`config.mk`:
```
export PLATFORM = sky130hd
export DESIGN_NAME = sfrm_top
export DESIGN_NICKNAME = d
export VERILOG_FILES = /design/src/inc/sfrm_pkg.sv /design/src/sfrm_top.sv
export VERILOG_INCLUDE_DIRS = /design/src /design/src/inc
export SDC_FILE = /design/constraint.sdc
export NUM_CORES = 1
export LEC_CHECK = 0
export BUFFER_PORTS_ARGS = -buffer_cell sky130_fd_sc_hd__buf_4
export CAP_MARGIN = 30
export CORE_MARGIN = 5
export CORE_UTILIZATION = 25
export DETAILED_ROUTE_END_ITERATION = 8
export GPL_TIMING_DRIVEN = 0
export HOLD_SLACK_MARGIN = 0.06
export SYNTH_ARGS = -nofsm -noshare
export SYNTH_HDL_FRONTEND = slang
export SYNTH_SLANG_ARGS = --single-unit
```
`constraint.sdc`:
```
create_clock -name clk_i -period 3.3 [get_ports clk_i]
set_input_delay 0.66 -clock clk_i [delete_from_list [all_inputs] [get_ports clk_i]]
set_output_delay 0.66 -clock clk_i [all_outputs]
set_load 0.05 [all_outputs]
```
`src/inc/sfrm_defines.svh`:
```
`ifndef SFRM_DEFINES_SVH
`define SFRM_DEFINES_SVH

// ----------------------------------------
// Sizes
// ----------------------------------------
`define SFRM_NSLOT 43
`define SFRM_PC_W 13
`define SFRM_EVT_W 5

// ----------------------------------------
// Offsets with special handling
// ----------------------------------------
`define SFRM_OFS_INDIRECT_DATA 8'h00
`define SFRM_OFS_PC_LOW 8'h02
`define SFRM_OFS_CORE_STATUS 8'h03
`define SFRM_OFS_INDIRECT_PTR 8'h04
`define SFRM_OFS_PORT_A 8'h05
`define SFRM_OFS_PORT_B 8'h06
`define SFRM_OFS_PORT_C 8'h07
`define SFRM_OFS_PORT_D 8'h08
`define SFRM_OFS_PORT_E 8'h09
`define SFRM_OFS_PC_HIGH_BUF 8'h0a
`define SFRM_OFS_CORE_INT_CTRL 8'h0b
`define SFRM_OFS_PERIPH_FLAGS_1 8'h0c
`define SFRM_OFS_PERIPH_FLAGS_2 8'h0d
`define SFRM_OFS_DIR_A 8'h85
`define SFRM_OFS_DIR_B 8'h86
`define SFRM_OFS_DIR_C 8'h87
`define SFRM_OFS_DIR_D 8'h88
`define SFRM_OFS_DIR_E 8'h89
`define SFRM_OFS_PERIPH_EN_1 8'h8c
`define SFRM_OFS_PERIPH_EN_2 8'h8d
`define SFRM_OFS_POWER_CTRL 8'h8e
`define SFRM_OFS_EVT_STATUS 8'h95
`define SFRM_OFS_EVT_MASK 8'h96

// ----------------------------------------
// Slot table: offset, bit mask, power-on value, warm-keep mask
// ----------------------------------------
`define SFRM_SPEC_TIMER0_COUNT {8'h01, 8'hff, 8'h00, 8'hff}
`define SFRM_SPEC_INDIRECT_PTR {`SFRM_OFS_INDIRECT_PTR, 8'hff, 8'h00, 8'hff}
`define SFRM_SPEC_PORT_A {`SFRM_OFS_PORT_A, 8'h3f, 8'h00, 8'h3f}
`define SFRM_SPEC_PORT_B {`SFRM_OFS_PORT_B, 8'hff, 8'h00, 8'hff}
`define SFRM_SPEC_PORT_C {`SFRM_OFS_PORT_C, 8'hff, 8'h00, 8'hff}
`define SFRM_SPEC_PORT_D {`SFRM_OFS_PORT_D, 8'hff, 8'h00, 8'hff}
`define SFRM_SPEC_PORT_E {`SFRM_OFS_PORT_E, 8'h07, 8'h00, 8'h07}
`define SFRM_SPEC_PC_HIGH_BUF {`SFRM_OFS_PC_HIGH_BUF, 8'h1f, 8'h00, 8'h00}
`define SFRM_SPEC_CORE_INT_CTRL {`SFRM_OFS_CORE_INT_CTRL, 8'hff, 8'h00, 8'h01}
`define SFRM_SPEC_PERIPH_FLAGS_1 {`SFRM_OFS_PERIPH_FLAGS_1, 8'hff, 8'h00, 8'h00}
`define SFRM_SPEC_PERIPH_FLAGS_2 {`SFRM_OFS_PERIPH_FLAGS_2, 8'h01, 8'h00, 8'h00}
`define SFRM_SPEC_TIMER1_LOW {8'h0e, 8'hff, 8'h00, 8'hff}
`define SFRM_SPEC_TIMER1_HIGH {8'h0f, 8'hff, 8'h00, 8'hff}
`define SFRM_SPEC_TIMER1_CTRL {8'h10, 8'h3f, 8'h00, 8'h3f}
`define SFRM_SPEC_TIMER2_COUNT {8'h11, 8'hff, 8'h00, 8'h00}
`define SFRM_SPEC_TIMER2_CTRL {8'h12, 8'h7f, 8'h00, 8'h00}
`define SFRM_SPEC_SSER_BUF {8'h13, 8'hff, 8'h00, 8'hff}
`define SFRM_SPEC_SSER_CTRL {8'h14, 8'hff, 8'h00, 8'h00}
`define SFRM_SPEC_CCP1_LOW {8'h15, 8'hff, 8'h00, 8'hff}
`define SFRM_SPEC_CCP1_HIGH {8'h16, 8'hff, 8'h00, 8'hff}
`define SFRM_SPEC_CCP1_CTRL {8'h17, 8'h3f, 8'h00, 8'h00}
`define SFRM_SPEC_USART_RX_STAT {8'h18, 8'hf7, 8'h00, 8'h01}
`define SFRM_SPEC_USART_TX_DATA {8'h19, 8'hff, 8'h00, 8'h00}
`define SFRM_SPEC_USART_RX_DATA {8'h1a, 8'hff, 8'h00, 8'h00}
`define SFRM_SPEC_CCP2_LOW {8'h1b, 8'hff, 8'h00, 8'hff}
`define SFRM_SPEC_CCP2_HIGH {8'h1c, 8'hff, 8'h00, 8'hff}
`define SFRM_SPEC_CCP2_CTRL {8'h1d, 8'h3f, 8'h00, 8'h00}
`define SFRM_SPEC_CONV_RESULT {8'h1e, 8'hff, 8'h00, 8'hff}
`define SFRM_SPEC_CONV_CTRL_0 {8'h1f, 8'hfd, 8'h00, 8'h00}
`define SFRM_SPEC_CORE_OPTION {8'h81, 8'hff, 8'hff, 8'h00}
`define SFRM_SPEC_DIR_A {`SFRM_OFS_DIR_A, 8'h3f, 8'h3f, 8'h00}
`define SFRM_SPEC_DIR_B {`SFRM_OFS_DIR_B, 8'hff, 8'hff, 8'h00}
`define SFRM_SPEC_DIR_C {`SFRM_OFS_DIR_C, 8'hff, 8'hff, 8'h00}
`define SFRM_SPEC_DIR_D {`SFRM_OFS_DIR_D, 8'hff, 8'hff, 8'h00}
`define SFRM_SPEC_DIR_E {`SFRM_OFS_DIR_E, 8'hf7, 8'h07, 8'h00}
`define SFRM_SPEC_PERIPH_EN_1 {`SFRM_OFS_PERIPH_EN_1, 8'hff, 8'h00, 8'h00}
`define SFRM_SPEC_PERIPH_EN_2 {`SFRM_OFS_PERIPH_EN_2, 8'h01, 8'h00, 8'h00}
`define SFRM_SPEC_TIMER2_PERIOD {8'h92, 8'hff, 8'hff, 8'h00}
`define SFRM_SPEC_SSER_ADDR {8'h93, 8'hff, 8'h00, 8'h00}
`define SFRM_SPEC_SSER_STAT {8'h94, 8'h3f, 8'h00, 8'h00}
`define SFRM_SPEC_USART_TX_STAT {8'h98, 8'hf7, 8'h02, 8'h00}
`define SFRM_SPEC_BAUD_DIV {8'h99, 8'hff, 8'h00, 8'h00}
`define SFRM_SPEC_CONV_CTRL_1 {8'h9f, 8'h07, 8'h00, 8'h00}

// ----------------------------------------
// Core status layout and reset value
// ----------------------------------------
`define SFRM_STATUS_POR 8'h18
`define SFRM_ST_IRP 7
`define SFRM_ST_TO 4
`define SFRM_ST_PD 3

// ----------------------------------------
// Interrupt control bits
// ----------------------------------------
`define SFRM_IC_GIE 7
`define SFRM_IC_PEIE 6
`define SFRM_IC_T0IE 5
`define SFRM_IC_INTE 4
`define SFRM_IC_RBIE 3
`define SFRM_IC_T0IF 2
`define SFRM_IC_INTF 1
`define SFRM_IC_RBIF 0

// ----------------------------------------
// Power control bits and event bits
// ----------------------------------------
`define SFRM_PWR_POR 1
`define SFRM_PWR_BOR 0
`define SFRM_EVT_EXT 0
`define SFRM_EVT_WDT 1
`define SFRM_EVT_BROWN 2
`define SFRM_EVT_UNMAP 3
`define SFRM_EVT_SELF 4

`endif

```
`src/inc/sfrm_pkg.sv`:
```
package sfrm_pkg;

    typedef logic [7:0] sfrm_byte_t;

    typedef struct packed {
        sfrm_byte_t ofs;
        sfrm_byte_t mask;
        sfrm_byte_t por;
        sfrm_byte_t keep;
    } sfrm_spec_t;

endpackage

```
`src/sfrm_top.sv`:
```
// The address-and-strobe port was left to the implementer.
`timescale 1ns/10ps
`default_nettype none
`include "sfrm_defines.svh"

module sfrm_top
    import sfrm_pkg::*;
#(
    parameter bit HAS_PORT_DE = 1'b1,
    parameter bit HAS_BROWN_OUT = 1'b1,
    parameter int PC_W = `SFRM_PC_W
)
(
    // Clock and reset
    input wire logic clk_i,
    input wire logic resetn_i,
    // Register bus
    input wire logic [7:0] addr_i,
    input wire logic [7:0] wdata_i,
    input wire logic wr_i,
    input wire logic rd_i,
    output logic [7:0] rdata_o,
    // Reset causes: external and watchdog are warm, brown-out is cold
    input wire logic ext_reset_i,
    input wire logic wdt_reset_i,
    input wire logic brown_out_i,
    // Core events
    input wire logic alu_flags_we_i,
    input wire logic [2:0] alu_flags_i,
    input wire logic sleep_exec_i,
    input wire logic clrwdt_exec_i,
    input wire logic pc_step_i,
    input wire logic pc_load_i,
    input wire logic [10:0] pc_load_low_i,
    output logic [PC_W-1:0] pc_o,
    output logic [7:0] status_o,
    // Flag set strobes
    input wire logic [2:0] core_interrupt_control_set_i,
    input wire logic [7:0] peripheral_flags_1_set_i,
    input wire logic [7:0] peripheral_flags_2_set_i,
    // Indirect data memory
    output logic [8:0] mem_addr_o,
    output logic mem_wr_o,
    output logic mem_rd_o,
    output logic [7:0] mem_wdata_o,
    input wire logic [7:0] mem_rdata_i,
    // Port pins
    input wire logic [7:0] port_a_pin_i,
    input wire logic [7:0] port_b_pin_i,
    input wire logic [7:0] port_c_pin_i,
    input wire logic [7:0] port_d_pin_i,
    input wire logic [7:0] port_e_pin_i,
    output logic [7:0] port_a_out_o,
    output logic [7:0] port_b_out_o,
    output logic [7:0] port_c_out_o,
    output logic [7:0] port_d_out_o,
    output logic [7:0] port_e_out_o,
    output logic [7:0] port_a_dir_o,
    output logic [7:0] port_b_dir_o,
    output logic [7:0] port_c_dir_o,
    output logic [7:0] port_d_dir_o,
    output logic [7:0] port_e_dir_o,
    // Interrupts
    output logic core_irq_o,
    output logic irq_o
);

    // ----------------------------------------
    // Slot table
    // ----------------------------------------
    localparam int NSLOT = `SFRM_NSLOT;
    localparam sfrm_spec_t SPEC [NSLOT] = '{
        `SFRM_SPEC_TIMER0_COUNT, `SFRM_SPEC_INDIRECT_PTR, `SFRM_SPEC_PORT_A,
        `SFRM_SPEC_PORT_B, `SFRM_SPEC_PORT_C, `SFRM_SPEC_PORT_D, `SFRM_SPEC_PORT_E,
        `SFRM_SPEC_PC_HIGH_BUF, `SFRM_SPEC_CORE_INT_CTRL, `SFRM_SPEC_PERIPH_FLAGS_1,
        `SFRM_SPEC_PERIPH_FLAGS_2, `SFRM_SPEC_TIMER1_LOW, `SFRM_SPEC_TIMER1_HIGH,
        `SFRM_SPEC_TIMER1_CTRL, `SFRM_SPEC_TIMER2_COUNT, `SFRM_SPEC_TIMER2_CTRL,
        `SFRM_SPEC_SSER_BUF, `SFRM_SPEC_SSER_CTRL, `SFRM_SPEC_CCP1_LOW,
        `SFRM_SPEC_CCP1_HIGH, `SFRM_SPEC_CCP1_CTRL, `SFRM_SPEC_USART_RX_STAT,
        `SFRM_SPEC_USART_TX_DATA, `SFRM_SPEC_USART_RX_DATA, `SFRM_SPEC_CCP2_LOW,
        `SFRM_SPEC_CCP2_HIGH, `SFRM_SPEC_CCP2_CTRL, `SFRM_SPEC_CONV_RESULT,
        `SFRM_SPEC_CONV_CTRL_0, `SFRM_SPEC_CORE_OPTION, `SFRM_SPEC_DIR_A,
        `SFRM_SPEC_DIR_B, `SFRM_SPEC_DIR_C, `SFRM_SPEC_DIR_D, `SFRM_SPEC_DIR_E,
        `SFRM_SPEC_PERIPH_EN_1, `SFRM_SPEC_PERIPH_EN_2, `SFRM_SPEC_TIMER2_PERIOD,
        `SFRM_SPEC_SSER_ADDR, `SFRM_SPEC_SSER_STAT, `SFRM_SPEC_USART_TX_STAT,
        `SFRM_SPEC_BAUD_DIV, `SFRM_SPEC_CONV_CTRL_1
    };

    function automatic int slot_of(input sfrm_byte_t a);
        int r;
        r = 0;
        for (int i = 0; i < NSLOT; i++)
        begin
            if (SPEC[i].ofs == a)
            begin
                r = i;
            end
        end
        return r;
    endfunction

    localparam int S_PTR = slot_of(`SFRM_OFS_INDIRECT_PTR);
    localparam int S_PCH = slot_of(`SFRM_OFS_PC_HIGH_BUF);
    localparam int S_INTC = slot_of(`SFRM_OFS_CORE_INT_CTRL);
    localparam int S_PERIPHERAL_FLAGS_1 = slot_of(`SFRM_OFS_PERIPH_FLAGS_1);
    localparam int S_PERIPHERAL_FLAGS_2 = slot_of(`SFRM_OFS_PERIPH_FLAGS_2);
    localparam int S_PERIPHERAL_ENABLES_1 = slot_of(`SFRM_OFS_PERIPH_EN_1);
    localparam int S_PERIPHERAL_ENABLES_2 = slot_of(`SFRM_OFS_PERIPH_EN_2);

    // ----------------------------------------
    // Address decode
    // ----------------------------------------
    sfrm_byte_t norm_a;
    logic warm;
    logic [NSLOT-1:0] slot_hit;
    sfrm_byte_t slot_q [NSLOT];
    sfrm_byte_t slot_view [NSLOT];
    logic is_indirect_data_port;
    logic is_pcl;
    logic is_stat;
    logic is_pwr;
    logic is_evs;
    logic is_evm;
    logic mapped;
    logic ptr_self;

    assign warm = ext_reset_i | wdt_reset_i;

    always_comb
    begin
        norm_a = addr_i;
        case ({1'b0, addr_i[6:0]})
            `SFRM_OFS_INDIRECT_DATA,
            `SFRM_OFS_PC_LOW,
            `SFRM_OFS_CORE_STATUS,
            `SFRM_OFS_INDIRECT_PTR,
            `SFRM_OFS_PC_HIGH_BUF,
            `SFRM_OFS_CORE_INT_CTRL: norm_a = {1'b0, addr_i[6:0]};
            default: norm_a = addr_i;
        endcase
    end

    assign is_indirect_data_port = (norm_a == `SFRM_OFS_INDIRECT_DATA);
    assign is_pcl = (norm_a == `SFRM_OFS_PC_LOW);
    assign is_stat = (norm_a == `SFRM_OFS_CORE_STATUS);
    assign is_pwr = (norm_a == `SFRM_OFS_POWER_CTRL);
    assign is_evs = (norm_a == `SFRM_OFS_EVT_STATUS);
    assign is_evm = (norm_a == `SFRM_OFS_EVT_MASK);
    assign mapped = (|slot_hit) | is_indirect_data_port | is_pcl | is_stat | is_pwr | is_evs | is_evm;
    // Pointer at the data port itself
    assign ptr_self = ({1'b0, slot_q[S_PTR][6:0]} == `SFRM_OFS_INDIRECT_DATA);

    // ----------------------------------------
    // Plain storage slots
    // ----------------------------------------
    for (genvar g = 0; g < NSLOT; g++)
    begin : g_slot
        localparam sfrm_spec_t SP = SPEC[g];
        localparam bit GONE = !HAS_PORT_DE && (SP.ofs == `SFRM_OFS_PORT_D || SP.ofs == `SFRM_OFS_PORT_E
            || SP.ofs == `SFRM_OFS_DIR_D || SP.ofs == `SFRM_OFS_DIR_E);
        sfrm_byte_t q_r;
        sfrm_byte_t q_nxt;
        sfrm_byte_t set_v;
        sfrm_byte_t pin_v;

        assign slot_hit[g] = !GONE && (norm_a == SP.ofs);
        assign slot_q[g] = q_r;

        always_comb
        begin
            case (SP.ofs)
                `SFRM_OFS_CORE_INT_CTRL: set_v = {5'h00, core_interrupt_control_set_i};
                `SFRM_OFS_PERIPH_FLAGS_1: set_v = peripheral_flags_1_set_i;
                `SFRM_OFS_PERIPH_FLAGS_2: set_v = peripheral_flags_2_set_i;
                default: set_v = 8'h00;
            endcase
            case (SP.ofs)
                `SFRM_OFS_PORT_A: pin_v = port_a_pin_i;
                `SFRM_OFS_PORT_B: pin_v = port_b_pin_i;
                `SFRM_OFS_PORT_C: pin_v = port_c_pin_i;
                `SFRM_OFS_PORT_D: pin_v = port_d_pin_i;
                `SFRM_OFS_PORT_E: pin_v = port_e_pin_i;
                default: pin_v = q_r;
            endcase
        end

        assign slot_view[g] = GONE ? 8'h00 : (pin_v & SP.mask);

        always_comb
        begin
            q_nxt = q_r;
            if (wr_i && slot_hit[g])
            begin
                q_nxt = (q_r & ~SP.mask) | (wdata_i & SP.mask);
            end
            // Set beats a clearing write
            q_nxt = q_nxt | (set_v & SP.mask);
        end

        always_ff @(posedge clk_i or negedge resetn_i)
        begin
            if (!resetn_i)
            begin
                q_r <= SP.por & SP.mask;
            end
            else if (brown_out_i)
            begin
                q_r <= SP.por & SP.mask;
            end
            else if (warm)
            begin
                q_r <= ((q_r & SP.keep) | (SP.por & ~SP.keep)) & SP.mask;
            end
            else
            begin
                q_r <= q_nxt;
            end
        end
    end

    // ----------------------------------------
    // Core status
    // ----------------------------------------
    sfrm_byte_t status_r;
    sfrm_byte_t status_nxt;

    always_comb
    begin
        status_nxt = status_r;
        if (wr_i && is_stat)
        begin
            // Time-out and power-down are read-only
            status_nxt = {wdata_i[7:5], status_r[4:3], wdata_i[2:0]};
        end
        if (sleep_exec_i)
        begin
            status_nxt[`SFRM_ST_TO] = 1'b1;
            status_nxt[`SFRM_ST_PD] = 1'b0;
        end
        if (clrwdt_exec_i)
        begin
            status_nxt[`SFRM_ST_TO] = 1'b1;
            status_nxt[`SFRM_ST_PD] = 1'b1;
        end
        // ALU result flags win over a bus write
        if (alu_flags_we_i)
        begin
            status_nxt[2:0] = alu_flags_i;
        end
    end

    always_ff @(posedge clk_i or negedge resetn_i)
    begin
        if (!resetn_i)
        begin
            status_r <= `SFRM_STATUS_POR;
        end
        else if (brown_out_i)
        begin
            status_r <= `SFRM_STATUS_POR;
        end
        else if (warm)
        begin
            status_r <= {3'b000, ~wdt_reset_i & status_r[`SFRM_ST_TO], status_r[3:0]};
        end
        else
        begin
            status_r <= status_nxt;
        end
    end

    assign status_o = status_r;

    // ----------------------------------------
    // Power control flags
    // ----------------------------------------
    logic por_flag_r;
    logic bor_flag_r;

    always_ff @(posedge clk_i or negedge resetn_i)
    begin
        if (!resetn_i)
        begin
            por_flag_r <= 1'b0;
        end
        else if (wr_i && is_pwr && !brown_out_i && !warm)
        begin
            por_flag_r <= wdata_i[`SFRM_PWR_POR];
        end
    end

    always_ff @(posedge clk_i or negedge resetn_i)
    begin
        if (!resetn_i)
        begin
            bor_flag_r <= 1'b0;
        end
        else if (brown_out_i)
        begin
            bor_flag_r <= 1'b0;
        end
        else if (wr_i && is_pwr && !warm)
        begin
            bor_flag_r <= wdata_i[`SFRM_PWR_BOR] & HAS_BROWN_OUT;
        end
    end

    // ----------------------------------------
    // Program counter
    // ----------------------------------------
    logic [PC_W-1:0] pc_r;

    always_ff @(posedge clk_i or negedge resetn_i)
    begin
        if (!resetn_i)
        begin
            pc_r <= '0;
        end
        else if (brown_out_i || warm)
        begin
            pc_r <= '0;
        end
        else if (wr_i && is_pcl)
        begin
            // upper bits from the high buffer
            pc_r <= {slot_q[S_PCH][PC_W-9:0], wdata_i};
        end
        else if (pc_load_i)
        begin
            // top two bits from the high buffer
            pc_r <= {slot_q[S_PCH][PC_W-9:PC_W-10], pc_load_low_i};
        end
        else if (pc_step_i)
        begin
            pc_r <= PC_W'(pc_r + 1'b1);
        end
    end

    assign pc_o = pc_r;

    // ----------------------------------------
    // Indirect data port
    // ----------------------------------------
    // pointer-addressed access; bank bit kept clear by software
    assign mem_addr_o = {status_r[`SFRM_ST_IRP], slot_q[S_PTR]};
    assign mem_wr_o = wr_i && is_indirect_data_port && !ptr_self;
    assign mem_rd_o = rd_i && is_indirect_data_port && !ptr_self;
    assign mem_wdata_o = wdata_i;

    // ----------------------------------------
    // Event status and mask
    // ----------------------------------------
    logic [`SFRM_EVT_W-1:0] evt_r;
    logic [`SFRM_EVT_W-1:0] evt_mask_r;
    logic [`SFRM_EVT_W-1:0] evt_set;

    always_comb
    begin
        evt_set = '0;
        evt_set[`SFRM_EVT_EXT] = ext_reset_i;
        evt_set[`SFRM_EVT_WDT] = wdt_reset_i;
        evt_set[`SFRM_EVT_BROWN] = brown_out_i;
        evt_set[`SFRM_EVT_UNMAP] = wr_i && !mapped;
        evt_set[`SFRM_EVT_SELF] = (wr_i || rd_i) && is_indirect_data_port && ptr_self;
    end

    // Read clears; a new event in the same cycle survives
    always_ff @(posedge clk_i or negedge resetn_i)
    begin
        if (!resetn_i)
        begin
            evt_r <= '0;
        end
        else
        begin
            evt_r <= (rd_i && is_evs ? '0 : evt_r) | evt_set;
        end
    end

    always_ff @(posedge clk_i or negedge resetn_i)
    begin
        if (!resetn_i)
        begin
            evt_mask_r <= '0;
        end
        else if (wr_i && is_evm)
        begin
            evt_mask_r <= wdata_i[`SFRM_EVT_W-1:0];
        end
    end

    assign irq_o = |(evt_r & evt_mask_r);

    // ----------------------------------------
    // Core interrupt request
    // ----------------------------------------
    sfrm_byte_t ic;
    logic periph_req;

    assign ic = slot_q[S_INTC];
    assign periph_req = |((slot_q[S_PERIPHERAL_FLAGS_1] & slot_q[S_PERIPHERAL_ENABLES_1]) | (slot_q[S_PERIPHERAL_FLAGS_2] & slot_q[S_PERIPHERAL_ENABLES_2]));
    assign core_irq_o = ic[`SFRM_IC_GIE] & ((ic[`SFRM_IC_T0IE] & ic[`SFRM_IC_T0IF])
        | (ic[`SFRM_IC_INTE] & ic[`SFRM_IC_INTF]) | (ic[`SFRM_IC_RBIE] & ic[`SFRM_IC_RBIF])
        | (ic[`SFRM_IC_PEIE] & periph_req));

    // ----------------------------------------
    // Read data
    // ----------------------------------------
    sfrm_byte_t rd_nxt;
    sfrm_byte_t rdata_r;

    always_comb
    begin
        rd_nxt = 8'h00;
        for (int i = 0; i < NSLOT; i++)
        begin
            if (slot_hit[i])
            begin
                rd_nxt = slot_view[i];
            end
        end
        if (is_indirect_data_port && !ptr_self)
        begin
            rd_nxt = mem_rdata_i;
        end
        if (is_pcl)
        begin
            rd_nxt = pc_r[7:0];
        end
        if (is_stat)
        begin
            rd_nxt = status_r;
        end
        if (is_pwr)
        begin
            rd_nxt = {6'h00, por_flag_r, bor_flag_r};
        end
        if (is_evs)
        begin
            rd_nxt = {{(8-`SFRM_EVT_W){1'b0}}, evt_r};
        end
        if (is_evm)
        begin
            rd_nxt = {{(8-`SFRM_EVT_W){1'b0}}, evt_mask_r};
        end
    end

    // Data stands only in the cycle after the read
    always_ff @(posedge clk_i or negedge resetn_i)
    begin
        if (!resetn_i)
        begin
            rdata_r <= 8'h00;
        end
        else
        begin
            rdata_r <= rd_i ? rd_nxt : 8'h00;
        end
    end

    assign rdata_o = rdata_r;

    // ----------------------------------------
    // Port latches and directions
    // ----------------------------------------
    assign port_a_out_o = slot_q[slot_of(`SFRM_OFS_PORT_A)];
    assign port_b_out_o = slot_q[slot_of(`SFRM_OFS_PORT_B)];
    assign port_c_out_o = slot_q[slot_of(`SFRM_OFS_PORT_C)];
    assign port_d_out_o = slot_q[slot_of(`SFRM_OFS_PORT_D)];
    assign port_e_out_o = slot_q[slot_of(`SFRM_OFS_PORT_E)];
    assign port_a_dir_o = slot_q[slot_of(`SFRM_OFS_DIR_A)];
    assign port_b_dir_o = slot_q[slot_of(`SFRM_OFS_DIR_B)];
    assign port_c_dir_o = slot_q[slot_of(`SFRM_OFS_DIR_C)];
    assign port_d_dir_o = slot_q[slot_of(`SFRM_OFS_DIR_D)];
    assign port_e_dir_o = slot_q[slot_of(`SFRM_OFS_DIR_E)];

endmodule

`default_nettype wire

```
* Yosys cells after proc, flatten, opt, wreduce, memory -nomap -nowiden
Index checks and enable logic that the tools add are counted.
** Word-level totals
- Flip-flop bits (word level) :: 385
- Input port bits :: 109
- Output and inout port bits :: 130
- Logic and storage cells :: 488
** Cells by class
- $add $sub $neg :: 1
- Equal/unequal tests :: 54
- Muxes and demuxes :: 193
- Bitwise operators :: 41
- Reduce and logical (&&, ||, !) cells :: 141
** Operators with widths (count)
- $mux 8 :: 183
- $eq 8x8->1 const B :: 17
- $eq 8x5->1 const B :: 16
- $reduce_bool 3->1 :: 30
- $eq 8x4->1 const B :: 8
- $logic_and 1x1->1 :: 59
- $mux 13 :: 4
- $or 8x6->8 :: 6
- $reduce_or 43->1 :: 1
- $reduce_and 2->1 :: 19
- $reduce_bool 2->1 :: 18
- $eq 8x3->1 const B :: 4
- $or 4x8->8 :: 3
- $or 8x1->8 :: 3
- $or 8x3->8 :: 3
- $and 8x8->8 :: 2
- $eq 8x2->1 const B :: 2
- $or 8x8->8 :: 2
- $eq 7x2->1 const B :: 2
- $eq 7x4->1 const B :: 2
- $logic_not 7->1 :: 2
- $add 13x1->13 const B :: 1
- $or 1x1->1 :: 10
- $eq 8x1->1 const B :: 1
- other kinds (20) :: 32

* Longest topological paths before layout
- Depth after elaboration :: 54
- Gate-level depth with buffers :: 12
- Mapped depth without buffers :: 8

* Least setup slack after synthesis
No wires, ideal clock.
- Path type :: input port to output port
- From :: in addr_i[2]
- To :: out mem_rd_o
- Arrival time :: 2.335 ns
- Data required time :: 2.640 ns
- Slack :: 0.305 ns
- Stages on the path :: 7
- Buffers on the path :: 3
- Cell sequence :: buf_2 > clkbuf_1 > nor2_1 > nand2_1 > nor3_1 > clkbuf_1 > and2_1
** Between the ends
- Word-level cells in the longest chain between the ends :: 6
- Elaborated cells on any way between the ends :: 11
- Classes of those cells :: eq/ne (5); mux (1); reduce/logical (5)
** RTL lines
- start: declaration :: RTL line sfrm_top.sv:18 : input wire logic [7:0] addr_i,
- $eq 7x2->1 (tied with other cells) :: RTL line sfrm_top.sv:132 : case ({1'b0, addr_i[6:0]})
- $reduce_or 6->1 :: RTL line sfrm_top.sv:132
- $mux 8 * :: RTL line sfrm_top.sv:132
- $logic_not 8->1 (no line) *
- $logic_and 1x1->1 * (2 in a row) :: RTL line sfrm_top.sv:347 : assign mem_rd_o = rd_i && is_indirect_data_port && !ptr_self;
- end: declaration :: RTL line sfrm_top.sv:44 : output logic mem_rd_o,
Every way passes the cells marked *; elsewhere a longest branch is shown, timed or not.

* Worst setup path after layout
- From :: in addr_i[3]
- To :: reg rdata_r[5] (netlist: rdata_o[5])
** Between the ends
- Word-level cells in the longest chain between the ends :: 54
- Elaborated cells on any way between the ends :: 108
- Classes of those cells :: eq/ne (53); mux (51); reduce/logical (4)
** RTL lines
- $eq 7x2->1 (tied with other cells) :: RTL line sfrm_top.sv:132
- $reduce_or 6->1 :: RTL line sfrm_top.sv:132
- $mux 8 * :: RTL line sfrm_top.sv:132
- $eq 8x1->1 :: RTL line sfrm_top.sv:166 : assign slot_hit[g] = !GONE && (norm_a == SP.ofs);
- $mux 8 (43 in a row) :: RTL line sfrm_top.sv:417 : if (slot_hit[i])
- $mux 8 :: RTL line sfrm_top.sv:422 : if (is_indirect_data_port && !ptr_self)
- $mux 8 :: RTL line sfrm_top.sv:426 : if (is_pcl)
- $mux 8 :: RTL line sfrm_top.sv:430 : if (is_stat)
- $mux 8 :: RTL line sfrm_top.sv:434 : if (is_pwr)
- $mux 8 :: RTL line sfrm_top.sv:438 : if (is_evs)
- $mux 8 * :: RTL line sfrm_top.sv:442 : if (is_evm)
- $mux 8 * :: RTL line sfrm_top.sv:457 : rdata_r <= rd_i ? rd_nxt : 8'h00;
- end signal: assignment :: RTL line sfrm_top.sv:457
- end: declaration :: RTL line sfrm_top.sv:410 : sfrm_byte_t rdata_r;
Marks and branches as above.
A chain may end at the register's enable or synchronous reset.

==> results.yml <==
run_status:
  status: "finished with violations"
  violations: "setup timing"
yosys:
  synth_edf_count: 0
  synth_area_per_cell_sq_um: 8.32
  synth_flop_cell: "dfrtp_1"
  ys_ff_latch: 341
  ys_types: 80
  synth_area_sq_um: 18700
  seq_area_frac_synth_pct: 46.0
  async_flop_share_pct: 100
  synthesis.instances: 2247
  synth-warning-count: 0
detailed_routing:
  first_pass_iters: 7
  drt_iter0_markers: 2570
  wl_microns: 114000
  postRouteAntennaNets: 0
  wire_per_inst_microns: 32.1
  vias: 20512
  via_per_inst: 5.78
  drc: 0
layout:
  drive_above_1_share_pct: 22.0
  final_common_cell: "nand2_1"
  layout_common_cells: "nand2_1 (508), dfrtp_1 (288), a21oi_1 (279)"
  final_nets: 2656
  final_util_pct: 32.2
  final_cells: 3548
  syn2layout_area_growth_pct: 28.1
clock_tree:
  clk_path_buf_depth: 3
  worstSkewPairLatency_ns: 0.59
  cts_sinks: 341
  tritoncts: "built"
  cts_root_buf: "clkbuf_16"
  htreeDepth: 2
  clk_pin_slew_worst_paths_ns: 0.06
  numCtsBuffers: 41
grt:
  grt_max_degree: 113
  grt_overflow: 0
  antenna_found_initial: 8
  grt_pass1_wl_microns: 158000
  grt.total_usage_pct: 27.1
  grt_pass1_vias: 19769
floorplan:
  die_height_microns: 283
  initial_core_util_pct: 25.2
  dieArea_sq_um: 80300
  fp.dieW_microns: 283
  placementRows: 100
  core_area_sq_um: 74300
  io_pins: 239
setup_path:
  critPathMaxFanout: 10
  reg2regPathDepth: 11
  r2r_setup_slack_ns: 0.13
  r2r-end: "rdata_o[2]$_DFF_PN0_"
  crit_arrival_ns: 3.88
  critPathLaunchType: "primary input"
  required_ns: 3.75
  reg2reg_from: "g_slot[1].pin_v[2]$_DFFE_PN0P_"
  path_class: "in2reg"
  crit_path_end_kind: "register"
placement:
  place.port_buffers: 204
  post-place-ws_ns: -1.57
  dp_hpwl_microns: 87100
  routabilityCongestion: 1.04
  dpl.cell_count: 3462
sta:
  max_freq_mhz: 291
  setup_viol: 7
  tightest_slew_ns: 1.10
  final_hold_viol_count: 0
  hold_ws_ns: 0.266
  layout_setup_ws_ns: -0.132
  period_share_pct: 104
  rsz0062_at_grt: "true"
  fin_crit_ns: 3.43
  slew_viol_final: 0
  relSlewSlack_pct: 26.8
  clock_skew_ns: 0.0371
power_and_ir_drop:
  powerDensity_nw_per_um2: 438
  power.total_mw: 10.5
  p_seq_share_pct: 40.3
  ir_worst_vdd_mv: 0.343
  switching_share_pct: 28.5
  internal-power_mw: 7.49
  power.switching_mw: 2.99
  p_leak_nw: 9.95
  p_clk_share_pct: 47.4
  pwr-share-comb_pct: 12.3
worst_hold_path:
  whs_path_depth: 2
  min_path_type: "in2reg"
  hold_path_end: "status_o[4]$_DFFE_PN1P_"
  worstHoldStart: "wdt_reset_i"
job:
  maxCapViolCount: 0
==> area by class of cell <==
cell class / instances / area [sq um]
Multi-Input combinational cell: 1696 / 9520
Sequential cell: 341 / 8600
Clock buffer: 54 / 1200
Tap cell: 969 / 1210
Timing Repair Buffer: 248 / 2120
Fill cell: 7981 / 50400
Buffer: 203 / 982
Clock inverter: 21 / 255
Antenna cell: 1 / 2.50
Inverter: 15 / 56.3
==> sequential cells by signal, indices dropped and copies added (netlist names) <==
signal and cells:
bor_flag_r 1, evt_mask_r 5, evt_r 5, g_slot.pin_v 230
pc_o 13, por_flag_r 1, port_a_dir_o 6, port_a_out_o 6
port_b_dir_o 8, port_b_out_o 8, port_c_dir_o 8, port_c_out_o 8
port_d_dir_o 8, port_d_out_o 8, port_e_dir_o 7, port_e_out_o 3
rdata_o 8, status_o 8
==> worst max-delay path, stage by stage <==
cell,delay [ns]
clkbuf_2,0.21
nand2_1,0.61
nor2_2,0.23
clkbuf_2,0.38
a221oi_1,0.64
o21ai_0,0.26
a211oi_1,0.37
a211oi_2,0.16
o221ai_1,0.23
a21oi_1,0.10
==> cell families (layout without fill, tap and decap cells) <==
group,after synthesis,count (layout),synth area share [%]
compound gates,618,618,20.6
xor+xnor,9,9,0.422
fa+ha+maj,1,1,0.0669
buf+inv,219,541,5.12
flops,341,341,46.0
mux,88,88,4.84
other cells,1,11,0.0201
simple gates,970,970,22.9
==> power groups by stage <==
stage,Combinational (mW),Sequential (mW),Clock [mW]
2_1_floorplan,0.467,4.33,0
3_3_place_gp,1.15,4.30,0
3_5_place_dp,1.20,4.30,0
4_1_cts,1.23,4.23,5.01
5_1_grt,1.31,4.23,5.15
6_report,1.29,4.23,4.97
==> cell usage after synthesis, drive strengths merged, types with 5 or more instances <==
cell type	number	area share [%]
o21ai	83	2.2
dfrtp	289	39
o221ai	18	0.84
nand2b	10	0.33
nand4	5	0.17
a221oi	24	1.1
a31oi	19	0.64
nor2	150	3.3
a21o	6	0.24
buf	71	2.1
a32oi	5	0.23
nor4	7	0.35
nand3	176	4.7
a21oi	281	7.5
inv	15	0.30
nand2	518	10
or3	10	0.33
a22oi	25	1.0
and3	16	0.54
o2111ai	8	0.37
o211ai	9	0.36
o31ai	9	0.36
a2bb2oi	6	0.28
a211oi	29	1.2
o22ai	30	1.0
nor3	24	0.73
mux2	19	1.1
clkbuf	133	2.7
a22o	15	0.70
and2	11	0.37
dfstp	52	7.3
a2111oi	7	0.36
nor2b	24	0.80
nor4b	5	0.23
xor2	6	0.28
a222oi	5	0.27
mux2i	69	3.7
==> layer usage <==
metal | track usage (%) | vias up | routed length [microns]
li1 | - | 8575 | -
met1 | 37.1 | 10295 | 47700
met2 | 40.0 | 1332 | 48000
met3 | 6.04 | 306 | 10600
met4 | 14.7 | 4 | 7590
met5 | 0 | - | 34
==> stage by stage <==
step / instance area [sq um] / TNS (ns)
finish: 23900 / -0.661
global route: 23900 / -0.108
CTS: 23800 / -0.00645
detailed placement: 22000 / -205.57
global placement: 21500 / -861.05
floorplan: 18700 / 0
==> how the worst max path moves through the flow <==
stage | start | end | slack (ns) | cells past startpoint
6_report | addr_i[3] | rdata_o[5]$_DFF_PN0_ | -0.13 | 10
5_1_grt | addr_i[1] | rdata_o[0]$_DFF_PN0_ | -0.05 | 12
4_1_cts | addr_i[1] | rdata_o[2]$_DFF_PN0_ | -0.006 | 12
3_5_place_dp | addr_i[3] | rdata_o[0]$_DFF_PN0_ | -1.57 | 11
3_3_place_gp | resetn_i | port_d_out_o[3]$_DFFE_PN0P_ | -1.94 | 1
2_1_floorplan | addr_i[2] | mem_rd_o | 0.30 | 7
==> timing repair <==
item,CTS,global route
setup endpoints to repair,143,96
pin swaps,6,6
hold buffers,1,0
buffers inserted,7,1
hold endpoints to repair,46,0
resized for setup,100,44
(Power assumes the default switching activity.)
